`config.mk`:
```
export PLATFORM = sky130hd
export DESIGN_NAME = csc_regs
export DESIGN_NICKNAME = d
export VERILOG_FILES = /design/src/verilog/csc_pkg.sv /design/src/verilog/csc_regs.sv /design/src/verilog/csc_tick.sv
export VERILOG_INCLUDE_DIRS = /design/src /design/src/verilog
export SDC_FILE = /design/constraint.sdc
export NUM_CORES = 1
export LEC_CHECK = 0
export ABC_AREA = 0
export BUFFER_PORTS_ARGS = -buffer_cell sky130_fd_sc_hd__buf_2
export CORE_ASPECT_RATIO = 0.9
export CORE_MARGIN = 5
export CORE_UTILIZATION = 50
export CTS_CLUSTER_DIAMETER = 100
export DETAILED_ROUTE_END_ITERATION = 7
export HOLD_SLACK_MARGIN = 0.1
export PLACE_DENSITY_LB_ADDON = 0.25
export SKIP_CTS_REPAIR_TIMING = 1
export SYNTH_ARGS = -nofsm -noshare
export SYNTH_HDL_FRONTEND = slang
export SYNTH_SLANG_ARGS = --single-unit
```
`constraint.sdc`:
```
create_clock -name clock -period 3.85 [get_ports clock]
set_input_delay 0.385 -clock clock [delete_from_list [all_inputs] [get_ports clock]]
set_output_delay 0.385 -clock clock [all_outputs]
set_load 0.005 [all_outputs]
```
`src/verilog/csc_cfg.svh`:
```
`ifndef CSC_CFG_SVH
`define CSC_CFG_SVH

// ------------------------------------------------------------
// Register offsets
// ------------------------------------------------------------
`define CSC_STATUS_ADDR      8'h03
`define CSC_CONTROL_ADDR     8'h04
`define CSC_CONTROL_RESET    8'hb1

// ------------------------------------------------------------
// Status bit positions
// ------------------------------------------------------------
`define CSC_ST_THERMAL_REG   7
`define CSC_ST_INPUT_LIMIT   6
`define CSC_ST_TEMP_SUSPEND  5
`define CSC_ST_TERM_CURRENT  4
`define CSC_ST_ACTIVE        3
`define CSC_ST_CHG_TIMEOUT   2
`define CSC_ST_PCHG_TIMEOUT  1
`define CSC_ST_BATT_TEMP     0

// ------------------------------------------------------------
// Control bit positions
// ------------------------------------------------------------
`define CSC_CT_TIMER_HI      7
`define CSC_CT_TIMER_LO      6
`define CSC_CT_TIMERS_ON     5
`define CSC_CT_THERM_SEL     4
`define CSC_CT_RESTART       3
`define CSC_CT_NO_TERM       2
`define CSC_CT_PAUSE         1
`define CSC_CT_CHARGER_ON    0

// ------------------------------------------------------------
// Timing (hours, and one timer tick per second)
// ------------------------------------------------------------
`define CSC_HOURS_00         4
`define CSC_HOURS_01         5
`define CSC_HOURS_10         6
`define CSC_HOURS_11         8
`define CSC_SEC_PER_HOUR     3600
`define CSC_CLK_HZ           125000000

`endif

```
`src/verilog/csc_pkg.sv`:
```
`default_nettype none
package csc_pkg;
  typedef enum logic [1:0] {
    CSC_T4H, CSC_T5H, CSC_T6H, CSC_T8H
  } csc_timer_sel_t;
  typedef enum logic {
    CSC_NTC_100K, CSC_NTC_10K
  } csc_ntc_t;
endpackage
`default_nettype wire

```
`src/verilog/csc_regs.sv`:
```
`include "csc_cfg.svh"
`default_nettype none
module csc_regs #(
  parameter int unsigned TICK_DIV     = `CSC_CLK_HZ,
  parameter int unsigned PCHG_SECONDS = 1800
) (
  input  wire logic       clock,
  input  wire logic       srst,
  // Register port
  input  wire logic [7:0] reg_addr,
  input  wire logic       reg_wr,
  input  wire logic [7:0] reg_wdata,
  output logic [7:0]      reg_rdata,
  // Analog charger conditions (asynchronous)
  input  wire logic       thermal_reg_in,
  input  wire logic       input_limit_in,
  input  wire logic       temp_out_of_range,
  input  wire logic       sensor_missing,
  input  wire logic       below_term_current,
  input  wire logic       in_precharge,
  input  wire logic       dynamic_timer_slowdown,
  // Charger controls
  output logic            charger_run,
  output logic            charger_hold_reset,
  output logic            thermistor_select
);
  // ------------------------------------------------------------
  // Parameter checks
  // ------------------------------------------------------------
  if (TICK_DIV < 2) begin : g_bad_tick_div
    $error("csc_regs: TICK_DIV must be at least 2");
  end
  if (PCHG_SECONDS < 1) begin : g_bad_pchg_seconds
    $error("csc_regs: PCHG_SECONDS must be positive");
  end

  // ------------------------------------------------------------
  // Input synchronisers
  // ------------------------------------------------------------
  // Two flops per pin; only the second stage is read
  logic [6:0] sync_a;
  logic [6:0] sync_b;
  always_ff @(posedge clock) begin
    sync_a <= {thermal_reg_in, input_limit_in, temp_out_of_range, sensor_missing,
               below_term_current, in_precharge, dynamic_timer_slowdown};
    sync_b <= sync_a;
  end
  logic thermal_reg_flag;
  logic input_limit_loop_flag;
  logic temp_suspend_flag;
  logic batt_temp_error_flag;
  logic below_term;
  logic precharge;
  logic dyn_on;
  assign thermal_reg_flag      = sync_b[6];
  assign input_limit_loop_flag = sync_b[5];
  // Suspend and error share one source; no separate window detector here
  assign temp_suspend_flag     = sync_b[4] | sync_b[3];
  assign batt_temp_error_flag  = sync_b[3] | sync_b[4];
  assign below_term            = sync_b[2];
  assign precharge             = sync_b[1];
  assign dyn_on                = sync_b[0];

  // ------------------------------------------------------------
  // Control register
  // ------------------------------------------------------------
  // One decoder serves both the write and the read path
  function automatic logic addr_hit(input logic [7:0] addr, input logic [7:0] target);
    addr_hit = (addr == target);
  endfunction

  logic [7:0] charger_control;
  always_ff @(posedge clock) begin
    if (srst) begin
      charger_control <= `CSC_CONTROL_RESET;
    end else if (reg_wr && addr_hit(reg_addr, `CSC_CONTROL_ADDR)) begin
      charger_control <= reg_wdata;
    end
  end

  logic timers_on;
  logic timer_pause;
  logic charger_on;
  logic restart;
  logic no_term;
  assign timers_on   = charger_control[`CSC_CT_TIMERS_ON];
  assign timer_pause = charger_control[`CSC_CT_PAUSE];
  assign charger_on  = charger_control[`CSC_CT_CHARGER_ON];
  assign restart     = charger_control[`CSC_CT_RESTART];
  assign no_term     = charger_control[`CSC_CT_NO_TERM];
  assign thermistor_select = charger_control[`CSC_CT_THERM_SEL];
  assign charger_hold_reset = restart;

  // Fast-charge limit in timer seconds
  function automatic logic [31:0] fast_limit(input logic [1:0] sel);
    case (csc_pkg::csc_timer_sel_t'(sel))
      csc_pkg::CSC_T4H: fast_limit = 32'(`CSC_HOURS_00 * `CSC_SEC_PER_HOUR);
      csc_pkg::CSC_T5H: fast_limit = 32'(`CSC_HOURS_01 * `CSC_SEC_PER_HOUR);
      csc_pkg::CSC_T6H: fast_limit = 32'(`CSC_HOURS_10 * `CSC_SEC_PER_HOUR);
      default:          fast_limit = 32'(`CSC_HOURS_11 * `CSC_SEC_PER_HOUR);
    endcase
  endfunction

  // ------------------------------------------------------------
  // Charge sequence state
  // ------------------------------------------------------------
  logic term_current_flag;
  logic charge_timeout_flag;
  logic precharge_timeout_flag;
  logic stopped;
  // Any latched termination stops the charger
  assign stopped = term_current_flag | charge_timeout_flag;
  // Restart holds the charger off until the host clears the bit
  assign charger_run = charger_on && !restart && !stopped && !temp_suspend_flag;

  // ------------------------------------------------------------
  // Timer tick and elapsed seconds
  // ------------------------------------------------------------
  logic tick;
  logic count_en;
  assign count_en = charger_run && timers_on && !timer_pause;

  csc_tick #(
    .DIV (TICK_DIV)
  ) u_tick (
    .clock (clock),
    .srst  (srst),
    .run   (count_en),
    .slow  (dyn_on && (thermal_reg_flag || input_limit_loop_flag)),
    .tick  (tick)
  );

  // Pause keeps the count; timers off or restart clears it
  logic [31:0] seconds;
  always_ff @(posedge clock) begin
    if (srst || restart || !charger_on || !timers_on) begin
      seconds <= 32'h0;
    end else if (tick) begin
      seconds <= seconds + 32'h1;
    end
  end

  // ------------------------------------------------------------
  // Termination latches
  // ------------------------------------------------------------
  // Restart and disable clear the latched terminations
  always_ff @(posedge clock) begin
    if (srst || restart || !charger_on) begin
      charge_timeout_flag    <= 1'b0;
      precharge_timeout_flag <= 1'b0;
    end else if (timers_on && charger_run) begin
      if (precharge && seconds >= 32'(PCHG_SECONDS)) begin
        precharge_timeout_flag <= 1'b1;
        charge_timeout_flag    <= 1'b1;
      end else if (seconds >= fast_limit(charger_control[7:6])) begin
        charge_timeout_flag    <= 1'b1;
      end
    end
  end

  // Bit 2 set: no current termination, charger stays on
  always_ff @(posedge clock) begin
    if (srst || restart || !charger_on || no_term) begin
      term_current_flag <= 1'b0;
    end else if (charger_run && !precharge && below_term) begin
      term_current_flag <= 1'b1;
    end
  end

  // ------------------------------------------------------------
  // Read path; status writes fall through unused
  // ------------------------------------------------------------
  logic [7:0] charger_status;
  always_comb begin
    charger_status = 8'h00;
    charger_status[`CSC_ST_THERMAL_REG]  = thermal_reg_flag && charger_run;
    charger_status[`CSC_ST_INPUT_LIMIT]  = input_limit_loop_flag && charger_run;
    charger_status[`CSC_ST_TEMP_SUSPEND] = temp_suspend_flag && charger_on;
    charger_status[`CSC_ST_TERM_CURRENT] = term_current_flag;
    charger_status[`CSC_ST_ACTIVE]       = charger_run;
    charger_status[`CSC_ST_CHG_TIMEOUT]  = charge_timeout_flag;
    charger_status[`CSC_ST_PCHG_TIMEOUT] = precharge_timeout_flag;
    charger_status[`CSC_ST_BATT_TEMP]    = batt_temp_error_flag;
  end

  // Unmapped addresses read as zero
  logic [7:0] next_rdata;
  always_comb begin
    next_rdata = 8'h00;
    if (addr_hit(reg_addr, `CSC_STATUS_ADDR)) begin
      next_rdata = charger_status;
    end else if (addr_hit(reg_addr, `CSC_CONTROL_ADDR)) begin
      next_rdata = charger_control;
    end
  end

  // Read data is registered, so it follows the address by one clock
  always_ff @(posedge clock) begin
    if (srst) begin
      reg_rdata <= 8'h00;
    end else begin
      reg_rdata <= next_rdata;
    end
  end
endmodule // csc_regs
`default_nettype wire

```
`src/verilog/csc_tick.sv`:
```
`include "csc_cfg.svh"
`default_nettype none
// ------------------------------------------------------------
// Timer tick prescaler, optionally half rate
// ------------------------------------------------------------
module csc_tick #(
  parameter int unsigned DIV = `CSC_CLK_HZ
) (
  input  wire logic clock,
  input  wire logic srst,
  input  wire logic run,
  input  wire logic slow,
  output logic      tick
);
  if (DIV < 2) begin : g_bad_div
    $error("csc_tick: DIV must be at least 2");
  end

  logic [31:0] count;
  logic        half;

  always_ff @(posedge clock) begin
    if (srst || !run) begin
      count <= 32'h0;
      tick  <= 1'b0;
    end else if (count >= DIV - 1) begin
      count <= 32'h0;
      tick  <= !slow || half;
    end else begin
      count <= count + 32'h1;
      tick  <= 1'b0;
    end
  end

  // Every second prescaler wrap is dropped while slowed
  always_ff @(posedge clock) begin
    if (srst) begin
      half <= 1'b0;
    end else if (run && count >= DIV - 1) begin
      half <= slow ? !half : 1'b0;
    end
  end
endmodule // csc_tick
`default_nettype wire

```
==> results.tsv <==
stage	metric	value	unit
worst_setup_path	worstPathArrival	3080	ps
synthesis	synth-main-ff-cell	dfxtp_1	
detailed_routing	wl_per_cell	13.1	um
pwr	p_leak	0.00184	uW
synthesis	ys_seq_elements	99	
worst_setup_path	r2r_start	u_tick.count[0]$_SDFF_PP0_	
hold_path	whs_path_depth	3	
floorplanning	io_pins	37	
timing	finalHoldViolCount	0	
final_layout	final_nets	555	
synthesis	syn_inst	468	
pwr	power.switching	459	uW
worst_setup_path	critPathKind	reg -> reg	
clock_tree	clock_latency	380	ps
floorplanning	die-area	10800	sq um
pwr	p_seq_frac	0.583	
clock_tree	clk_pin_slew	110	ps
worst_setup_path	crit_fanout	27	
synthesis	synth_edf_count	0	
final_layout	post-route-util	0.577	
timing	finalSetupViolCount	0	
final_layout	area_growth	12.4	%
place	portBuffers	36	
final_layout	final_common_cell	dfxtp_1	
pwr	p_clk_frac	0.393	
floorplanning	die_w	109	um
detailed_routing	drc_errors	0	
detailed_routing	totalWireLength	8340	um
global_route	grt_start_max_net_pins	33	
synthesis	seq_area_frac_synth	0.448	
detailed_routing	viasPerCell	5.11	
timing	rsz0062_at_grt	no	
clock_tree	cts.sinks	99	
floorplanning	core.rowCount	32	
synthesis	syn_area_per_cell	9.45	sq um
place	placed_area	4680	sq um
place	place_inst	613	
global_route	grt_pass1_wl	14300	um
timing	finalSetupTns	0	ps
hold_path	min_to	charger_control[3]$_SDFFE_PP0P_	
clock_tree	clockRootBuffer	clkbuf_8	
detailed_routing	via_count	3247	
clock_tree	numCtsBuffers	9	
global_route	overflow	0	
final_layout	seq_area	1980	sq um
timing	drv_slew	0	
worst_setup_path	end_kind	flip-flop	
timing	slew_headroom	0.287	
pwr	peakVddDrop	293	uV
detailed_routing	top_layer	met4	
clock_tree	cts.path.max_buffers	2	
pwr	switching_share	0.257	
hold_path	worstHoldStart	reg_wdata[3]	
clock_tree	cts_tree	yes	
worst_setup_path	r2r_cells	7	
worst_setup_path	r2r_slack	1080	ps
floorplanning	core	8610	sq um
final_layout	final_cells	636	
final_layout	final_cell_mix	dfxtp_1, nor2_1, buf_2	
detailed_routing	ant_nets	0	
synthesis	yosysWarningCount	0	
detailed_routing	drtIter0Drc	131	
synthesis	syn-cell-area	4420	sq um
worst_setup_path	required	4170	ps
global_route	track_usage	0.163	
floorplanning	initial_core_util	0.514	
timing	fin_crit	2770	ps
detailed_routing	met1_length	3810	um
timing	whs	246	ps
worst_setup_path	r2r-end	u_tick.count[8]$_SDFF_PP0_	
timing	tightest_slew	1070	ps
final_layout	multi_input_area	2290	sq um
place	dp_hpwl	5960	um
pwr	p_comb_frac	0.024	
pwr	intPower	1330	uW
final_layout	drive_above_1_share	0.164	
final_layout	fin_area	4970	sq um
detailed_routing	dr_wl_met3	316	um
floorplanning	die_y	99.2	um
timing	period_share	0.719	
hold_path	hold_path_class	in -> reg	
global_route	grt_pass1_vias	3152	
pwr	power.density	360	nW/um^2
global_route	antenna_found_initial	0	
synthesis	ys_types	54	
detailed_routing	first_pass_iters	5	
place	gp_congestion	0.803	
synthesis	async_flop_share	0	
final_layout	n_antenna_cell	0	
timing	fmax	361	MHz
job	cap_violations	0	
worst_setup_path	worstSetupStartpointType	flip-flop	
final_layout	n_fill_cell	746	
clock_tree	h-tree-depth	3	
outcome	status	completed	
detailed_routing	wl_met2	4080	um
timing	finClkSkew	14.8	ps
==> critical path, cell delays in order, from the launching register on <==
cell,delay [ps]
dfxtp_1,360
ha_1,240
nand3_2,150
o211ai_1,120
a221oi_1,370
o41ai_2,150
or4_2,1060
nor2_4,240
==> layer usage <==
metal	GRT usage	vias to the layer above
met5	0	-
met4	0.0544	0
met3	0.0415	12
met2	0.269	47
met1	0.207	1497
li1	-	1691
==> area by class of cell <==
| class | count | area share |
|---|---|---|
| Multi-Input combinational cell | 340 | 0.461 |
| Sequential cell | 99 | 0.399 |
| Timing Repair Buffer | 45 | 0.0534 |
| Tap cell | 119 | 0.0300 |
| Clock buffer | 9 | 0.0249 |
| Clock inverter | 7 | 0.0189 |
| Inverter | 17 | 0.0128 |
==> worst max path at each step <==
stage / depth (start not counted) / slack, ps / start / end
2_1_floorplan: 9 / 1760 / u_tick.count[0]$_SDFF_PP0_ / u_tick.count[20]$_SDFF_PP0_
3_3_place_gp: 7 / 1120 / u_tick.count[0]$_SDFF_PP0_ / u_tick.count[2]$_SDFF_PP0_
3_5_place_dp: 7 / 1060 / u_tick.count[0]$_SDFF_PP0_ / u_tick.count[13]$_SDFF_PP0_
4_1_cts: 7 / 1030 / u_tick.count[0]$_SDFF_PP0_ / u_tick.count[13]$_SDFF_PP0_
5_1_grt: 7 / 910 / u_tick.count[0]$_SDFF_PP0_ / u_tick.count[13]$_SDFF_PP0_
6_report: 7 / 1080 / u_tick.count[0]$_SDFF_PP0_ / u_tick.count[8]$_SDFF_PP0_
==> cell families (layout without fill, tap and decap cells) <==
kind of cell	after synthesis	after routing	share of synthesized area
AO/OA/AOI/OAI	39	39	0.0665
XOR/XNOR	57	57	0.113
adder cells (fa/ha/maj)	17	17	0.0481
buffers and inverters	33	78	0.0374
flip-flops	99	99	0.448
multiplexers	1	1	0.00226
other	1	5	0.000848
AND/OR/NAND/NOR	221	221	0.284
==> flip-flops by register name (all words and copies together), names as in the netlist <==
signal and cells:
u_tick.count 32, precharge_timeout_flag 1, sync_b 7, charger_control 8, reg_rdata 8, sync_a 7, seconds 32, charge_timeout_flag 1
term_current_flag 1, u_tick.tick 1, u_tick.half 1
==> cell usage after synthesis (all sizes together) (3+ instances only) <==
library cell	number	area share
dfxtp	99	0.45
nor2	90	0.11
nand2	30	0.025
xor2	30	0.059
nand3	29	0.034
xnor2	27	0.053
ha	17	0.048
inv	17	0.014
nand4	16	0.023
and3	11	0.016
nor3	11	0.015
clkbuf	9	0.0076
nor4	9	0.016
a21oi	8	0.0091
buf	7	0.015
a211o	6	0.012
a22oi	6	0.010
or4	6	0.011
and4	5	0.0099
nor2b	3	0.0042
nor4b	3	0.0093
o211ai	3	0.0051
==> metrics by stage <==
step | power (uW) | setup WS, ps
floorplan | 1090 | 1760
finish | 1790 | 1080
detailed placement | 1100 | 1060
global placement | 1100 | 1120
global route | 1870 | 915
CTS | 1810 | 1030
==> power groups by stage <==
stage,clock network (uW),registers [uW],logic [uW]
2_1_floorplan,0,1060,21.9
3_3_place_gp,0,1070,37.3
3_5_place_dp,0,1070,38.1
4_1_cts,730,1040,38.3
5_1_grt,773,1040,48.7
6_report,703,1040,43.5
Power figures use the tool's default switching activity.
